--- src/hdl/uad_pkg.sv ---
// Purpose: Shared constants and types of the USB attach/detach control
// Assumes: 16 general pins, 5-bit pin selection codes
// Notes:   Code 16 in a pin selection means no pin (internal pull-up)
package uad_pkg;
	localparam int          NPIN          = 16;
	localparam int          SELW          = 5;
	localparam logic [4:0]  PIN_NONE      = 5'h10;
	// Register byte offsets
	localparam logic [3:0]  A_CTRL        = 4'h0;
	localparam logic [3:0]  A_PINSEL      = 4'h4;
	localparam logic [3:0]  A_STATUS      = 4'h8;
	localparam logic [3:0]  A_DESC        = 4'hC;
	// Control fields
	localparam int          CTRL_READY    = 0;
	localparam int          CTRL_SELF     = 1;
	localparam int          CTRL_AUDIO    = 2;
	localparam int          CTRL_WAKE     = 3;
	// Pin selection field positions
	localparam int          PS_PULL       = 0;
	localparam int          PS_VBUS       = 8;
	localparam int          PS_DET        = 16;
	localparam int          PS_WAKE       = 24;
	localparam logic [31:0] PINSEL_RST    = 32'h10101010;
	// Status fields
	localparam int          ST_LSB        = 0;
	localparam int          ST_VBUS       = 4;
	localparam int          ST_DET        = 5;
	localparam int          ST_LOCK       = 6;
	localparam int          ST_CFGERR     = 7;
	localparam int          ST_PULL       = 8;
	localparam int          ST_RADIO      = 9;
	localparam int          ST_WAKE       = 10;
	// Descriptor fields
	localparam int          DS_SELF       = 8;
	localparam int          DS_AUDIO      = 9;
	localparam int          BUS_MA        = 200;
	localparam int          MA_PER_UNIT   = 2;
	localparam logic [7:0]  MAXP_BUS      = 8'(BUS_MA / MA_PER_UNIT);
	localparam logic [7:0]  MAXP_SELF     = 8'h00;
	typedef enum logic [2:0] {
		UAD_IDLE,
		UAD_DETACHED,
		UAD_WAIT_VBUS,
		UAD_ATTACHED,
		UAD_SUSPEND
	} uad_state_t;
endpackage : uad_pkg

--- src/hdl/uad_pin_if.sv ---
// Purpose: Carries pin selections and levels between control and pin mux
// Assumes: Both ends on ref_clk
// Notes:   Levels arrive already synchronised and registered
`timescale 1ns/100ps
interface uad_pin_if;
	logic [4:0] pull_sel;
	logic [4:0] vbus_sel;
	logic [4:0] det_sel;
	logic [4:0] wake_sel;
	logic       pull_on;
	logic       wake_on;
	logic       vbus_lvl;
	logic       det_lvl;
	modport ctl (output pull_sel, vbus_sel, det_sel, wake_sel, pull_on, wake_on,
		input vbus_lvl, det_lvl);
	modport mux (input pull_sel, vbus_sel, det_sel, wake_sel, pull_on, wake_on,
		output vbus_lvl, det_lvl);
endinterface : uad_pin_if

--- src/hdl/uad_pin_mux.sv ---
// Purpose: Maps selected general pins onto detach, VBUS, pull-up and wake
// Assumes: Inputs already synchronised
// Notes:   Unassigned pins stay undriven
`timescale 1ns/100ps
module uad_pin_mux (
	// Clock and reset
	input  wire logic                       clk,
	input  wire logic                       rst_n,
	// Pins
	input  wire logic [uad_pkg::NPIN-1:0]   gpio_sync,
	output logic      [uad_pkg::NPIN-1:0]   gpio_out,
	output logic      [uad_pkg::NPIN-1:0]   gpio_oe_n,
	// Control side
	uad_pin_if.mux                          pins
);
	typedef struct packed {
		logic                     vbus;
		logic                     det;
		logic [uad_pkg::NPIN-1:0] out;
		logic [uad_pkg::NPIN-1:0] oe_n;
	} uad_mux_t;
	uad_mux_t s_r, s_nxt;
	always_comb
	begin
		s_nxt      = s_r;
		// Code 16 reads as low: an absent pin never detaches
		s_nxt.vbus = (pins.vbus_sel < uad_pkg::PIN_NONE) && gpio_sync[pins.vbus_sel[3:0]];
		s_nxt.det  = (pins.det_sel < uad_pkg::PIN_NONE) && gpio_sync[pins.det_sel[3:0]];
		for (int i = 0; i < uad_pkg::NPIN; i++)
		begin
			s_nxt.out[i]  = 1'b0;
			s_nxt.oe_n[i] = 1'b1;
			if (pins.wake_sel == 5'(i))
			begin
				s_nxt.out[i]  = pins.wake_on;
				s_nxt.oe_n[i] = 1'b0;
			end
			else if (pins.pull_sel == 5'(i) && pins.pull_on)
			begin
				s_nxt.out[i]  = 1'b1;
				s_nxt.oe_n[i] = 1'b0;
			end
		end
	end
	always_ff @(posedge clk or negedge rst_n)
	begin
		if (!rst_n)
			s_r <= '{vbus: 1'b0, det: 1'b0, out: '0, oe_n: '1};
		else
			s_r <= s_nxt;
	end
	assign pins.vbus_lvl = s_r.vbus;
	assign pins.det_lvl  = s_r.det;
	assign gpio_out      = s_r.out;
	assign gpio_oe_n     = s_r.oe_n;
endmodule : uad_pin_mux

--- src/hdl/uad_sync.sv ---
// Purpose: Two-flop synchroniser for a vector of pin inputs
// Assumes: Bits are independent levels
// Notes:   First stage feeds only the second
`timescale 1ns/100ps
module uad_sync #(
	parameter int W = 16
) (
	// Clock and reset
	input  wire logic         clk,
	input  wire logic         rst_n,
	// Data
	input  wire logic [W-1:0] d,
	output logic      [W-1:0] q
);
	logic [W-1:0] meta_r;
	always_ff @(posedge clk or negedge rst_n)
	begin
		if (!rst_n)
		begin
			meta_r <= '0;
			q      <= '0;
		end
		else
		begin
			meta_r <= d;
			q      <= meta_r;
		end
	end
endmodule : uad_sync

--- src/hdl/usb_attach_detach_control.sv ---
// Purpose: Attach, detach, power-mode and wake control of a USB peripheral port
// Assumes: USB core on ref_clk reports suspend; pins are asynchronous
// Notes:   Pin selections freeze at the first ready write until reset
//
// The plain strobed port and the register offsets are this design's own decisions.
`timescale 1ns/100ps
// How it works
// - Pull D+ up only when ready
// - Internal pull-up default, external pin optional
// - Self-powered: no pull-up without VBUS
// - VBUS sense pin chosen by number
// - Pull-up selection 16 means internal
// - Bus powered: descriptor asks 200 mA
// - Bus-powered suspend keeps radio off
// - Detach and wake pins chosen by number
// - Detach high: lines float, pull-up off
// - Detach low: pull-up back, await enumeration
// - Wake output high only while detached
// - No in-band wake while detached
// - Peripheral role only, never host
// - Endpoint set: wireless or audio
module usb_attach_detach_control (
	// Clock and reset
	input  wire logic                     ref_clk,
	input  wire logic                     reset_n,
	// Register port
	input  wire logic [3:0]               reg_addr,
	input  wire logic [31:0]              reg_wdata,
	input  wire logic                     reg_wr,
	input  wire logic                     reg_rd,
	output logic      [31:0]              reg_rdata,
	// General pins
	input  wire logic [uad_pkg::NPIN-1:0] gpio_in,
	output logic      [uad_pkg::NPIN-1:0] gpio_out,
	output logic      [uad_pkg::NPIN-1:0] gpio_oe_n,
	// USB core
	input  wire logic                     usb_suspend,
	output logic                          dp_pullup_en,
	output logic                          usb_lines_hiz,
	output logic                          usb_rmt_wake,
	output logic      [7:0]               usb_max_power,
	output logic                          usb_self_pwr,
	output logic                          usb_ep_audio,
	output logic                          usb_dev_role,
	// Radio
	output logic                          radio_en
);
	typedef struct packed {
		uad_pkg::uad_state_t st;
		logic        ready;
		logic        self_pw;
		logic        audio;
		logic        locked;
		logic        wake_req;
		logic [4:0]  pull_sel;
		logic [4:0]  vbus_sel;
		logic [4:0]  det_sel;
		logic [4:0]  wake_sel;
		logic [31:0] rdata;
		logic        pull_int;
		logic        hiz;
		logic        rmt;
		logic        radio;
		logic [7:0]  maxp;
		logic        selfattr;
		logic        ep_audio;
		logic        role;
	} uad_ctl_t;

	logic [1:0]               rst_q;
	logic                     rst_n;
	logic [uad_pkg::NPIN-1:0] gpio_sync;
	uad_ctl_t                 s_r;
	uad_ctl_t                 s_nxt;
	logic                     pull_on;
	logic                     vbus_ok;
	logic                     cfg_err;
	logic                     wr_ctrl;
	logic                     wr_pin;
	logic [31:0]              status;
	logic [31:0]              desc;
	logic [31:0]              pinsel;

	uad_pin_if pins ();

	// Reset release through two flops
	always_ff @(posedge ref_clk or negedge reset_n)
	begin
		if (!reset_n)
			rst_q <= 2'h0;
		else
			rst_q <= {rst_q[0], 1'b1};
	end
	assign rst_n = rst_q[1];

	uad_sync #(.W(uad_pkg::NPIN)) u_sync (
		.clk   (ref_clk),
		.rst_n (rst_n),
		.d     (gpio_in),
		.q     (gpio_sync)
	);

	uad_pin_mux u_mux (
		.clk       (ref_clk),
		.rst_n     (rst_n),
		.gpio_sync (gpio_sync),
		.gpio_out  (gpio_out),
		.gpio_oe_n (gpio_oe_n),
		.pins      (pins)
	);

	// Pull-up live only once ready and attached
	assign pull_on = (s_r.st == uad_pkg::UAD_ATTACHED) || (s_r.st == uad_pkg::UAD_SUSPEND);
	assign vbus_ok = !s_r.self_pw || pins.vbus_lvl;
	// Self-powered on the internal pull-up is not compliant
	assign cfg_err = s_r.self_pw && (s_r.pull_sel == uad_pkg::PIN_NONE);
	assign wr_ctrl = reg_wr && (reg_addr == uad_pkg::A_CTRL);
	assign wr_pin  = reg_wr && (reg_addr == uad_pkg::A_PINSEL);

	assign pins.pull_sel = s_r.pull_sel;
	assign pins.vbus_sel = s_r.vbus_sel;
	assign pins.det_sel  = s_r.det_sel;
	assign pins.wake_sel = s_r.wake_sel;
	assign pins.pull_on  = pull_on && (s_r.pull_sel != uad_pkg::PIN_NONE);
	assign pins.wake_on  = s_r.wake_req && (s_r.st == uad_pkg::UAD_DETACHED);

	always_comb
	begin
		pinsel = 32'h0;
		pinsel[uad_pkg::PS_PULL +: 5] = s_r.pull_sel;
		pinsel[uad_pkg::PS_VBUS +: 5] = s_r.vbus_sel;
		pinsel[uad_pkg::PS_DET  +: 5] = s_r.det_sel;
		pinsel[uad_pkg::PS_WAKE +: 5] = s_r.wake_sel;
		status = 32'h0;
		status[uad_pkg::ST_LSB +: 3]  = s_r.st;
		status[uad_pkg::ST_VBUS]      = pins.vbus_lvl;
		status[uad_pkg::ST_DET]       = pins.det_lvl;
		status[uad_pkg::ST_LOCK]      = s_r.locked;
		status[uad_pkg::ST_CFGERR]    = cfg_err;
		status[uad_pkg::ST_PULL]      = pull_on;
		status[uad_pkg::ST_RADIO]     = s_r.radio;
		status[uad_pkg::ST_WAKE]      = pins.wake_on;
		desc = 32'h0;
		desc[7:0]                     = s_r.maxp;
		desc[uad_pkg::DS_SELF]        = s_r.selfattr;
		desc[uad_pkg::DS_AUDIO]       = s_r.ep_audio;
	end

	always_comb
	begin
		s_nxt = s_r;
		s_nxt.rmt = 1'b0;
		// Register writes; configuration ignored once locked
		if (wr_ctrl)
		begin
			s_nxt.ready = reg_wdata[uad_pkg::CTRL_READY];
			if (reg_wdata[uad_pkg::CTRL_READY])
				s_nxt.locked = 1'b1;
			if (!s_r.locked)
			begin
				s_nxt.self_pw = reg_wdata[uad_pkg::CTRL_SELF];
				s_nxt.audio   = reg_wdata[uad_pkg::CTRL_AUDIO];
			end
		end
		if (wr_pin && !s_r.locked)
		begin
			s_nxt.pull_sel = reg_wdata[uad_pkg::PS_PULL +: 5];
			s_nxt.vbus_sel = reg_wdata[uad_pkg::PS_VBUS +: 5];
			s_nxt.det_sel  = reg_wdata[uad_pkg::PS_DET  +: 5];
			s_nxt.wake_sel = reg_wdata[uad_pkg::PS_WAKE +: 5];
		end
		// Attach state follows ready, detach, VBUS and suspend
		if (!s_nxt.ready)
			s_nxt.st = uad_pkg::UAD_IDLE;
		else if (pins.det_lvl)
			s_nxt.st = uad_pkg::UAD_DETACHED;
		else if (!vbus_ok)
			s_nxt.st = uad_pkg::UAD_WAIT_VBUS;
		else if (usb_suspend)
			s_nxt.st = uad_pkg::UAD_SUSPEND;
		else
			s_nxt.st = uad_pkg::UAD_ATTACHED;
		// Wake request: out-of-band when detached, in-band only on the bus
		case (s_r.st)
			uad_pkg::UAD_DETACHED:
			begin
				if (wr_ctrl && reg_wdata[uad_pkg::CTRL_WAKE])
					s_nxt.wake_req = 1'b1;
				else if (wr_ctrl)
					s_nxt.wake_req = 1'b0;
			end
			uad_pkg::UAD_SUSPEND:
			begin
				s_nxt.wake_req = 1'b0;
				s_nxt.rmt = wr_ctrl && reg_wdata[uad_pkg::CTRL_WAKE];
			end
			default:
				s_nxt.wake_req = 1'b0;
		endcase
		if (s_nxt.st != uad_pkg::UAD_DETACHED)
			s_nxt.wake_req = 1'b0;
		// Outputs track the next state so they align with it
		s_nxt.pull_int = ((s_nxt.st == uad_pkg::UAD_ATTACHED) ||
			(s_nxt.st == uad_pkg::UAD_SUSPEND)) && (s_nxt.pull_sel == uad_pkg::PIN_NONE);
		s_nxt.hiz      = !((s_nxt.st == uad_pkg::UAD_ATTACHED) ||
			(s_nxt.st == uad_pkg::UAD_SUSPEND));
		// Suspend budget leaves no room for the radio on bus power
		s_nxt.radio    = !((s_nxt.st == uad_pkg::UAD_SUSPEND) && !s_nxt.self_pw);
		s_nxt.maxp     = s_nxt.self_pw ? uad_pkg::MAXP_SELF : uad_pkg::MAXP_BUS;
		s_nxt.selfattr = s_nxt.self_pw;
		s_nxt.ep_audio = s_nxt.audio;
		s_nxt.role     = 1'b1;
		// Read data valid in the next cycle only
		s_nxt.rdata = 32'h0;
		if (reg_rd)
		begin
			case (reg_addr)
				uad_pkg::A_CTRL:
					s_nxt.rdata = {28'h0, s_r.wake_req, s_r.audio, s_r.self_pw, s_r.ready};
				uad_pkg::A_PINSEL: s_nxt.rdata = pinsel;
				uad_pkg::A_STATUS: s_nxt.rdata = status;
				uad_pkg::A_DESC:   s_nxt.rdata = desc;
				default:           s_nxt.rdata = 32'h0;
			endcase
		end
	end

	always_ff @(posedge ref_clk or negedge rst_n)
	begin
		if (!rst_n)
		begin
			s_r          <= '0;
			s_r.st       <= uad_pkg::UAD_IDLE;
			s_r.pull_sel <= uad_pkg::PINSEL_RST[uad_pkg::PS_PULL +: 5];
			s_r.vbus_sel <= uad_pkg::PINSEL_RST[uad_pkg::PS_VBUS +: 5];
			s_r.det_sel  <= uad_pkg::PINSEL_RST[uad_pkg::PS_DET  +: 5];
			s_r.wake_sel <= uad_pkg::PINSEL_RST[uad_pkg::PS_WAKE +: 5];
			s_r.hiz      <= 1'b1;
			s_r.radio    <= 1'b1;
			s_r.maxp     <= uad_pkg::MAXP_BUS;
			s_r.role     <= 1'b1;
		end
		else
			s_r <= s_nxt;
	end

	assign reg_rdata     = s_r.rdata;
	assign dp_pullup_en  = s_r.pull_int;
	assign usb_lines_hiz = s_r.hiz;
	assign usb_rmt_wake  = s_r.rmt;
	assign usb_max_power = s_r.maxp;
	assign usb_self_pwr  = s_r.selfattr;
	assign usb_ep_audio  = s_r.ep_audio;
	assign usb_dev_role  = s_r.role;
	assign radio_en      = s_r.radio;
endmodule : usb_attach_detach_control

--- config.mk ---
export PLATFORM = sky130hd
export DESIGN_NAME = usb_attach_detach_control
export DESIGN_NICKNAME = d
export VERILOG_FILES = /design/src/hdl/uad_pkg.sv /design/src/hdl/uad_pin_if.sv /design/src/hdl/uad_pin_mux.sv /design/src/hdl/uad_sync.sv /design/src/hdl/usb_attach_detach_control.sv
export SDC_FILE = /design/constraint.sdc
export NUM_CORES = 1
export LEC_CHECK = 0
export BUFFER_PORTS_ARGS = -buffer_cell sky130_fd_sc_hd__clkbuf_2
export CAP_MARGIN = 25
export CELL_PAD_IN_SITES_DETAIL_PLACEMENT = 1
export CELL_PAD_IN_SITES_GLOBAL_PLACEMENT = 2
export CORE_MARGIN = 10
export CORE_UTILIZATION = 37
export DETAILED_ROUTE_END_ITERATION = 12
export GPL_ROUTABILITY_DRIVEN = 0
export PLACE_DENSITY = 0.88
export SYNTH_ARGS = -nofsm -noshare
export SYNTH_HDL_FRONTEND = slang
export SYNTH_SLANG_ARGS = --single-unit
--- constraint.sdc ---
create_clock -name ref_clk -period 8.9 [get_ports ref_clk]
set_input_delay 0.89 -clock ref_clk [delete_from_list [all_inputs] [get_ports ref_clk]]
set_output_delay 0.89 -clock ref_clk [all_outputs]
set_load 0.05 [all_outputs]
# After elaboration in Yosys (flattened, before gate mapping)
# Cells that the tools add are included.
# op_classes
magnitude_cmp	4
n_eq_ne	43
n_mux	84
n_bitwise	1
n_reduce_logical	40
# ops
operator	count
case mux 29 bit (4 select lines)	1
equality test 5 x 4 -> 1 bit, second input constant	16
2-to-1 mux 1 bit	72
equality test 5 x 3 -> 1 bit, second input constant	8
2-to-1 mux 29 bit	1
logical AND 1 bit	27
equality test 5 x 2 -> 1 bit, second input constant	4
2-to-1 mux 20 bit	1
2-to-1 mux 3 bit	4
equality test 5 x 1 -> 1 bit, second input constant	2
equality test 5 bit, second input constant	2
zero test 5 bit	2
< comparator 4 x 5 -> 1 bit, second input constant	2
< comparator 5 bit, second input constant	2
binary-select mux 1 bit (select 4 bit)	2
equality test 4 bit, second input constant	2
2-to-1 mux 7 bit	1
equality test 3 x 2 -> 1 bit, second input constant	2
equality test 3 bit, second input constant	2
zero test 1 bit	5
inequality test 5 bit, second input constant	1
equality test 4 x 3 -> 1 bit, second input constant	1
zero test 4 bit	1
2-to-1 mux 4 bit	1
other kinds (7)	10
# word_totals
ff_bits	139
inputBits	57
out_inout_bits	79
elab_cells	195

# Longest topological paths before layout
# Gate-level depths: netlist of the first run.
# logic_depth
ltp_word	8
mapped_depth	6
ltp_nobuf	5

# Cells and area by module
# Synthesis of the first run repeated with hierarchy kept, for this count alone.
# hier_totals
hier_cells	399
area_unflattened_um2	5207.5
# modules_own_cells
mod	instances	cells_per_inst	area_each_um2	seq_area_each_um2
usb_attach_detach_control	1	214	2712.6	1460.2
uad_pin_mux	1	153	1694.1	870.8
uad_sync	1	32	800.8	800.8

# Worst setup path before layout of the first run
# No wires, ideal clock.
# synth_path
path_type	input -> register
start	input port reg_addr[2]
end	register s_r (netlist bit usb_lines_hiz)
setup_ps	88
arrival_ps	1879
required_ps	8812
slack_ps	6933
cell_stages	5
path_buffers	1
cell_sequence	buf_4 > nor2_2 > nand3_2 > mux2i_4 > or3_1
# synth_rtl
item	line_no	source
start, declared	usb_attach_detach_control.sv:27	input wire logic [3:0] reg_addr,
end signal, assigned	usb_attach_detach_control.sv:244	s_r <= s_nxt;
end, declared	usb_attach_detach_control.sv:73	uad_ctl_t s_r;

# Final worst setup path of the first run
# layout_path
start	input port reg_addr[2]
end	register pins.vbus_sel[2] (netlist name)
# layout_between
elab_chain_len	3
# layout_lines
item	line_no	source
equality test 4 x 3 -> 1 bit	usb_attach_detach_control.sv:118	assign wr_pin = reg_wr && (reg_addr == uad_pkg::A_PINSEL);
logical AND 1 bit	usb_attach_detach_control.sv:118	
logical AND 1 bit	usb_attach_detach_control.sv:165	if (wr_pin && !s_r.locked)
# No other way between the ends.
# A chain may end at the register's enable or synchronous reset.

==> metrics.txt, run 1 <==
Main synth FF type=dfrtp_1; FF/Latch Area=3140 sq um; total power=1.69 mW; largest net degree at the start of global routing=79; synth-to-layout area growth=21.3%; DRT Pass-1 Iters=4; wire per inst=19.7 microns; Post-Synth Adder-Cell Area=0%; total CTS buffers=17; crit path DAT=2740 ps; Post-CTS Hold Fix Bufs=0; PwrDens=273 nW/um^2; status=completed; PostCTS Resize Cnt=0; Setup Skew=8.93 ps; Critical Path End Type=flip-flop; worst hold slack=256 ps; post-synthesis compound-gate area fraction=7.60%; grt total ovfl=0; total negative setup slack=0 ps; main combinational cell family by area after synthesis=simple AND/OR/NAND/NOR gates; #FFs+latches synth=124; crit path max fanout=21; post-detail-place hpwl=9.67 mm; P_leak=2.93 nW; vias in the first global route=around 3.9k; DRC Markers=0; TritonCTS clock tree=built; Worst VDD drop=around 0.15 mV; Syn. warnings=0; post-route ant nets=0; fillcell total=approximately 1.4k; Post-Synthesis Cells=399; RSZ-0062 raised after global routing=no; clock root buffer=clkbuf_16; Inst Count DP=647; die width=138 microns; xor-xnor portion of the synthesized cell area=0%; Initial Util=38.2%; number of I/O pins=between 100 and 150; # rows=42; sequential area share after synthesis=approximately three fifths; # port buffers=roughly 110; clock sink count=124; Multi-input gate area=1630 sq um; clock transition at the registers of the reported paths=60 ps; GRT Total Usage=approximately 15%; Slew Viols, Final=0; Slew headroom=32.4%; Die ar.=approximately 19000 sq um; post-CTS setup buffer count=0; first-pass GRT wire length=21.4 mm; Post-synth EDFFs=0; worst slew pin tran=1010 ps; Synth Cell Area=between 5000 and 6000 sq um; die height=~140 microns; Post-Layout Cell Count=680; crit path kind=primary input to flip-flop; CTS H-tree depth=4; share of cells above drive strength 1=between 40% and 50%; Routed WL=13.4 mm; Initial DRC Count=111; mux cell area share after synthesis=under 10%; Worst Hold Class=primary input to async pin; FMAX=between 0.4 and 0.5 GHz; Clock Tree Buf Depth=2; worst setup path startpoint=reg_addr[2]; worst-skew pair later-pin latency=420 ps; Synth Area in Simple Gates=13.2%; Final nets=roughly 550; final setup violation count=0; # diodes=0; DR vias=3358; crit path time final=2440 ps; startpoint types=primary input; Distinct cells, synth=52; Post-Route Utilization=46.4%; R2R Path Start=s_r[68]$_DFFE_PN0P_; share of synthesized registers carrying an async set or reset=100%; core box area=13400 sq um; Mapped Avg Cell Area=approximately 13 sq um; Final period util=27.4%; critical path required time=9190 ps; Hold Fails Final Rpt=0; initial antenna violation count=0; maximum capacitance violations=0; DR vias/cell=4.94
## cells by family after synthesis
logic type,Yosys count
muxes,40
DFF,124
buffers and inverters,57
AOI/OAI and AO/OA,54
and+or+nand+nor,122
other,2
## placed cells by master, fill, tap and decap left out, drive strengths merged, types with 3 or more instances in the layout
master,n
mux2,22
nor2,20
a21oi,10
nand2b,3
nand2,38
bufinv,3
dfrtp,101
a21boi,14
and2,14
nor3b,4
clkinvlp,5
nand3b,3
conb,16
a2bb2oi,4
inv,5
mux2i,13
a22oi,3
nor2b,11
buf,3
and3,3
clkinv,5
nand3,8
o22ai,15
and3b,3
dfstp,23
nor3,6
clkbuf,127
mux4,5
## cells in the mapped netlist (all sizes together) (8+ instances only)
cell	n	area, sq um
dfrtp	101	2530
nor2b	11	71.3
o22ai	15	93.8
a21boi	14	105
mux2	22	248
nand2	38	143
a21oi	10	61.3
dfstp	23	604
mux2i	13	143
nand3	8	45.0
nor2	20	87.6
buf	47	368
and2	14	88.8
## critical path, stage by stage
cell and delay (ps):
clkbuf_2 270, nor2b_2 370, nand2_1 660, mux2_2 530
## registers in the layout (all words and copies together) (netlist names), 2 cells and up
signal and count:
pins.det_sel 5, pins.vbus_sel 5, s_r 6, reg_rdata 23, u_mux.gpio_oe_n 16, rst_q 2
u_sync.q 16, u_mux.gpio_out 16, pins.pull_sel 5, pins.wake_sel 5, u_sync.meta_r 16
## per-layer routing
layer,share of wire [%],track usage (%),vias to the layer above
met5,0,0,-
met2,53,25.7,113
met4,1.4,5.27,0
li1,-,-,1511
met3,6.9,5.24,19
met1,39,16.2,1715
## through the flow
step | setup WS, ps | cell area, sq um
CTS | 6440 | 6180
finish | 6460 | 6210
floorplan | 5230 | 5170
global placement | 6100 | 5560
detailed placement | 5980 | 5560
global route | 6370 | 6210
## where the power goes
group	internal [mW]	switching, mW
sequential	0.627	0.0722
combinational	0.0983	0.179
clock	0.456	0.261
## final timing paths
check	depth (start not counted)	slack, ps	to
worst max-delay path	4	6460	pins.vbus_sel[2]$_DFFE_PN0N_
worst min-delay path	1	260	rst_q[1]$_DFF_PN0_
worst max register to register	3	6790	pins.vbus_sel[2]$_DFFE_PN0N_
worst min register to register	0	330	pins.wake_sel[3]$_DFFE_PN0N_
max in group asynchronous	2	7620	pins.det_sel[4]$_DFFE_PN1N_
min in group ref_clk	0	350	u_sync.q[14]$_DFF_PN0_
## final cells by class
type	count	share of cell area, %
well taps	176	3.54
clock buffers	19	7.29
flip-flops and latches	124	50.5
clock inverters	13	2.70
inverters	5	0.302
repair buffers	111	9.39
multi-input cells	232	26.3
Power figures use the tool's default switching activity.
==> run 2, diff against run 1 <==
--- a/config.mk
+++ b/config.mk
@@ -10,10 +10,10 @@
 export CELL_PAD_IN_SITES_DETAIL_PLACEMENT = 1
 export CELL_PAD_IN_SITES_GLOBAL_PLACEMENT = 2
 export CORE_MARGIN = 10
-export CORE_UTILIZATION = 37
+export CORE_UTILIZATION = 31
 export DETAILED_ROUTE_END_ITERATION = 12
 export GPL_ROUTABILITY_DRIVEN = 0
-export PLACE_DENSITY = 0.88
+export PLACE_DENSITY = 0.79
 export SYNTH_ARGS = -nofsm -noshare
 export SYNTH_HDL_FRONTEND = slang
 export SYNTH_SLANG_ARGS = --single-unit
==> constraint.sdc (replaced) <==
create_clock -name ref_clk -period 2.02 [get_ports ref_clk]
set_input_delay 0.202 -clock ref_clk [delete_from_list [all_inputs] [get_ports ref_clk]]
set_output_delay 0.202 -clock ref_clk [all_outputs]
set_load 0.05 [all_outputs]
==> metrics.txt, run 2 (synthesis gave the netlist of run 1 again) <==
PostCTS Resize Cnt=0; cell family with the largest share of critical-path delay=simple AND/OR/NAND/NOR gates; wl on met1=5.42 mm; most common cell after layout, fill and taps aside=clkbuf_2; hold_sp=reg_wdata[16]; # rows=46; final setup violation count=0; wire per inst=~18 microns; DR vias=about 3.4k; largest net degree at the start of global routing=51; maximum capacitance violations=0; vias in the first global route=4005; total negative setup slack=0 ps; P_leak=just over 3 nW; commonest non-fill, non-tap cells in the layout=108 x clkbuf_2, 100 x dfrtp_1, 38 x nand2_1; die height=149 microns; Die ar.=~22000 sq um; die width=149 microns; total CTS buffers=17; critical path required time=2340 ps; FMAX=0.610 GHz; crit path max fanout=8; crit path max-delay cell type=or3b_4; RSZ-0062 raised after global routing=no; clock transition at the registers of the reported paths=60 ps; GRT Total Usage=approximately an eighth; grt total ovfl=0; Hold Fails Final Rpt=0; synth-to-layout area growth=28.0%; worst-skew pair later-pin latency=between 400 and 500 ps; Initial Util=31.9%; Worst VDD drop=around 0.7 mV; # port buffers=108; clock root buffer=clkbuf_16; Worst Hold Class=primary input to flip-flop; R2R Path Start=s_r[73]$_DFF_PN0_; worst slew pin tran=just over 600 ps; DR top layer=met4; post-detail-place hpwl=10.1 mm; number of flip-flops in the largest register=23; first-pass GRT wire length=22.2 mm; worst setup path startpoint=s_r[73]$_DFF_PN0_; post-route ant nets=0; CP max stage delay=450 ps; DRC Markers=0; share of cells above drive strength 1=between 40% and 50%; number of I/O pins=136; Buffers & Inverters on Critical Path=0; CTS H-tree depth=4; Slew Viols, Final=0; initial antenna violation count=0; crit path kind=flip-flop to flip-flop; Critical Path End Type=flip-flop; Final nets=581; Clock Tree Buf Depth=2; Routed WL=13.7 mm; Met3 Routed Length=approximately 930 microns; DR vias/cell=4.54; crit path DAT=1960 ps; flop2flop setup slack=380 ps; pre-CTS WS=around 400 ps; # diodes=0; Final period util=81.2%; TritonCTS clock tree=built; Slew headroom=58.6%; Worst Setup Slack, final=around 380 ps; clock sink count=124; Setup Skew=around 5.5 ps; crit path cell chain=or3b_4, a21oi_4, nand3_1, o22ai_1; Initial DRC Count=108; startpoint types=flip-flop; PwrDens=1140 nW/um^2; DRT Pass-1 Iters=4; met2 WL=7.10 mm; worst hold slack=21.5 ps; core box area=roughly 16000 sq um; crit path time final=1640 ps; status=completed
==> run 2: cell count changes in the layout (fill, tap and decap cells not counted) <==
cell | previous run | this run
buf_16 | 1 | 0
clkinv_2 | 1 | 3
buf_12 | 0 | 2
clkbuf_1 | 0 | 1
clkbuf_8 | 2 | 0
dlygate4sd3_1 | 0 | 24
buf_4 | 2 | 10
clkinvlp_4 | 5 | 3
inv_6 | 0 | 1
==> run 2: per-layer routing <==
metal	track usage [%]	vias up
met5	0	-
met4	4.76	0
met3	5.16	20
met2	22.6	97
met1	14.0	1723
li1	-	1579
==> run 2: repair_timing <==
| item | CTS | global route |
|---|---|---|
| endpoints found under the hold margin | 25 | 0 |
| hold buffers | 24 | 0 |
| setup buffers | 0 | 0 |
==> run 2: final cells by class <==
class                           count  area, sq um
Sequential cell                   124         3140
Clock inverter                     14          171
Multi-Input combinational cell    232         1630
Tap cell                          216          270
Inverter                            5         18.8
Timing Repair Buffer              144          896
Fill cell                        1737         9500
Clock buffer                       18          429
==> run 2: worst paths after layout <==
kind,end,depth (start not counted)
setup / recovery,u_mux.gpio_out[3]$_DFF_PN0_,4
hold reg to reg,pins.vbus_sel[0]$_DFFE_PN0N_,0
setup reg to reg,u_mux.gpio_out[3]$_DFF_PN0_,4
min in group asynchronous,rst_q[1]$_DFF_PN0_,2
hold / removal,pins.det_sel[0]$_DFFE_PN0N_,2
max in group asynchronous,u_mux.gpio_oe_n[7]$_DFF_PN1_,1
==> run 2: where the power goes <==
part	switching [mW]	internal, mW
Sequential	0.297	2.77
Clock	1.13	1.94
Combinational	0.821	0.492
Total	2.25	5.20
==> run 2: stage by stage <==
step	instance area [sq um]	util (%)	std cells	total power, mW
after detailed placement	5710	35.6	697	4.39
after floorplan	5180	-	413	4.03
after global placement	5710	35.6	697	4.34
after CTS	6560	40.8	753	7.54
after global routing	6560	40.8	753	7.80
final	6560	40.8	753	7.44
==> run 3, diff against run 2 <==
--- a/config.mk
+++ b/config.mk
@@ -5,15 +5,16 @@
 export SDC_FILE = /design/constraint.sdc
 export NUM_CORES = 1
 export LEC_CHECK = 0
+export ABC_AREA = 1
 export BUFFER_PORTS_ARGS = -buffer_cell sky130_fd_sc_hd__clkbuf_2
 export CAP_MARGIN = 25
 export CELL_PAD_IN_SITES_DETAIL_PLACEMENT = 1
 export CELL_PAD_IN_SITES_GLOBAL_PLACEMENT = 2
 export CORE_MARGIN = 10
-export CORE_UTILIZATION = 31
+export CORE_UTILIZATION = 28
 export DETAILED_ROUTE_END_ITERATION = 12
 export GPL_ROUTABILITY_DRIVEN = 0
-export PLACE_DENSITY = 0.79
+export PLACE_DENSITY = 0.78
 export SYNTH_ARGS = -nofsm -noshare
 export SYNTH_HDL_FRONTEND = slang
 export SYNTH_SLANG_ARGS = --single-unit
==> constraint.sdc (replaced) <==
create_clock -name ref_clk -period 1.5 [get_ports ref_clk]
set_input_delay 0.15 -clock ref_clk [delete_from_list [all_inputs] [get_ports ref_clk]]
set_output_delay 0.15 -clock ref_clk [all_outputs]
set_load 0.05 [all_outputs]
==> metrics.txt, run 3 <==
Worst Hold Class=primary input to flip-flop; P_int=6.49 mW; largest area contributor in the netlist=dfrtp_1; startpoint types=flip-flop; Main synth FF type=dfrtp_1; Mapped Avg Cell Area=~9.4 sq um; die width=roughly 150 microns; die height=155 microns; Slew Viols, Final=0; clock sink count=between 100 and 150; number of flip-flops in the largest register=23; CTS H-tree depth=4; FF-to-FF path depth=6; PwrDens=roughly 1200 nW/um^2; clock share of power=52.6%; Inst Count DP=between 800 and 900; wire per inst=15.5 microns; Critical Path End Type=flip-flop; total CTS buffers=17; sw frac=22.1%; largest cells by area after synthesis=dfrtp_1 50%, dfstp_2 12%, buf_4 6.0%, nand2_1 5.6%, inv_1 5.5%; maximum capacitance violations=0; initial antenna violation count=0; Hold Fails Final Rpt=0; sequential area share after synthesis=61.5%; cell with the most instances after synthesis=dfrtp_1; hold path cells=3; crit path time final=1420 ps; synth-to-layout area growth=31.7%; area share of the largest cell type after synthesis=49.6%; # diodes=0; crit path DAT=1710 ps; RSZ-0062 raised after global routing=yes; Final period util=94.8%; critical path required time=1790 ps; vias in the first global route=4494; clock transition at the registers of the reported paths=60 ps; hold_sp=reg_wdata[27]; Post-Synthesis Cells=540; # port buffers=between 100 and 150; DRC Markers=0; fillcell total=2105; Setup Skew=6.70 ps; crit path max fanout=5; Initial Util=28.5%; largest net degree at the start of global routing=between 60 and 70; flop2flop setup slack=80 ps; P_leak=3.40 nW; Final nets=731; power share of the sequential group=roughly two fifths; crit path kind=flip-flop to flip-flop; Crit Reg-Reg Endpoint=u_mux.gpio_out[10]$_DFF_PN0_; final setup violation count=0; DRT Pass-1 Iters=4; Hold Path Sink=pins.wake_sel[3]$_DFFE_PN0N_; R2R Path Start=pins.pull_sel[0]$_DFF_PN0_; first-pass GRT wire length=23.4 mm; post-route ant nets=0; share of synthesized registers carrying an async set or reset=100%; Multi-input gate area=1410 sq um; total negative setup slack=0 ps; Synth Cell Area=5090 sq um; Syn. warnings=0; commonest cells in the netlist=101 x dfrtp_1, 76 x nand2_1, 75 x inv_1; # rows=49; Routed WL=14.2 mm; Distinct cells, synth=28; FF/Latch Area=3140 sq um; share of cells above drive strength 1=~29%; Post-Layout Cell Count=916; Worst VDD drop=0.730 mV; Gate power share=5.9%; most common cell after layout, fill and taps aside=clkbuf_2; core box area=17900 sq um; grt total ovfl=0; commonest non-fill, non-tap cells in the layout=108 x clkbuf_2, 100 x dfrtp_1, 76 x nand2_1; worst-skew pair later-pin latency=410 ps; Initial DRC Count=175; FMAX=0.703 GHz; GRT Total Usage=12.1%; post-CTS setup buffer count=0; Clock Tree Buf Depth=2; clock root buffer=clkbuf_16; TritonCTS clock tree=built; DR vias=3971; number of I/O pins=136; Switching Power=1.84 mW; post-detail-place hpwl=around 11 mm; DR vias/cell=4.34; Die ar.=about 24000 sq um; #FFs+latches synth=approximately 120; status=completed; Post-synth EDFFs=0; worst hold slack=about 5.6 ps
-- run 3: cell types whose count changed in the layout (fill, tap and decap cells not counted), sizes merged, moves of 19 or more --
cell,delta
nor2,+60
inv,+70
nand2,+45
mux2,-22
a21oi,+19
nand3,+42
o21ai,+22
-- run 3: per-stage QoR --
| stage | power [mW] | worst slack [ps] | area (sq um) | utilization [%] |
|---|---|---|---|---|
| floorplan | 3.83 | 95.7 | 5150 | - |
| global placement | 3.93 | 84.4 | 5760 | 32.2 |
| detailed placement | 3.95 | 51.6 | 5760 | 32.2 |
| CTS | 8.42 | 50.6 | 6680 | 37.3 |
| global route | 8.63 | -26.0 | 6710 | 37.5 |
| finish | 8.33 | 77.8 | 6710 | 37.5 |
-- run 3: worst max path at each step --
stage	start	endpoint	slack, ps	depth (start not counted)
2_1_floorplan	usb_self_pwr$_DFF_PN0_	s_r[74]$_DFF_PN0_	100	6
3_3_place_gp	s_r[68]$_DFFE_PN0P_	pins.vbus_sel[2]$_DFFE_PN0N_	80	6
3_5_place_dp	s_r[74]$_DFF_PN0_	u_mux.gpio_oe_n[11]$_DFF_PN1_	50	8
4_1_cts	s_r[74]$_DFF_PN0_	u_mux.gpio_oe_n[15]$_DFF_PN1_	50	8
5_1_grt	s_r[73]$_DFF_PN0_	u_mux.gpio_out[13]$_DFF_PN0_	-30	7
6_report	pins.pull_sel[0]$_DFF_PN0_	u_mux.gpio_out[10]$_DFF_PN0_	80	6
-- run 3: logic make-up (layout without fill, tap and decap cells) --
family                 count (synthesis)  after routing  share of synthesized area [%]
AO/OA/AOI/OAI                         60             60                           6.36
buffers and inverters                126            259                           12.5
flip-flops                           124            124                           61.5
other                                  2             16                          0.147
AND/OR/NAND/NOR                      228            228                           19.6
-- run 3: layout make-up --
type	instances	share of cell area, %
sequential	124	46.7
multi-input combinational	304	21.0
timing repair buffer	149	14.1
clock buffer	22	7.07
inverter	78	4.42
tap	229	4.27
clock inverter	10	2.42
-- run 3: power groups by stage --
| stage | Clock (mW) | Combinational (mW) | Sequential [mW] |
|---|---|---|---|
| after global routing | 4.62 | 0.541 | 3.47 |
| after CTS | 4.47 | 0.494 | 3.46 |
| after global placement | 0 | 0.421 | 3.51 |
| final | 4.38 | 0.488 | 3.46 |
| after detailed placement | 0 | 0.433 | 3.52 |
| after floorplan | 0 | 0.277 | 3.55 |
-- run 3: routing by layer --
metal | share of wire, % | vias to the layer above | global-route usage (%) | routed length [microns]
li1 | - | 1905 | - | -
met1 | 42 | 1944 | 13.8 | 5960
met2 | 51 | 105 | 21.0 | 7310
met3 | 5.0 | 17 | 3.45 | 711
met4 | 1.5 | 0 | 4.41 | 219
met5 | 0 | - | 0 | 0
-- run 3: timing repair --
action                                  in CTS  in global routing
gates resized for setup                      0                  9
hold buffers                                28                  0
hold endpoints to repair                    30                  0
endpoints found under the setup margin       0                 21
-- run 3: critical path, stage by stage, from the launching register on --
cell and delay, ps:
dfrtp_1 410, nor2_1 170, nand3_1 160, nand2_2 160, nor2_2 80, a21oi_1 240
nor2_1 80
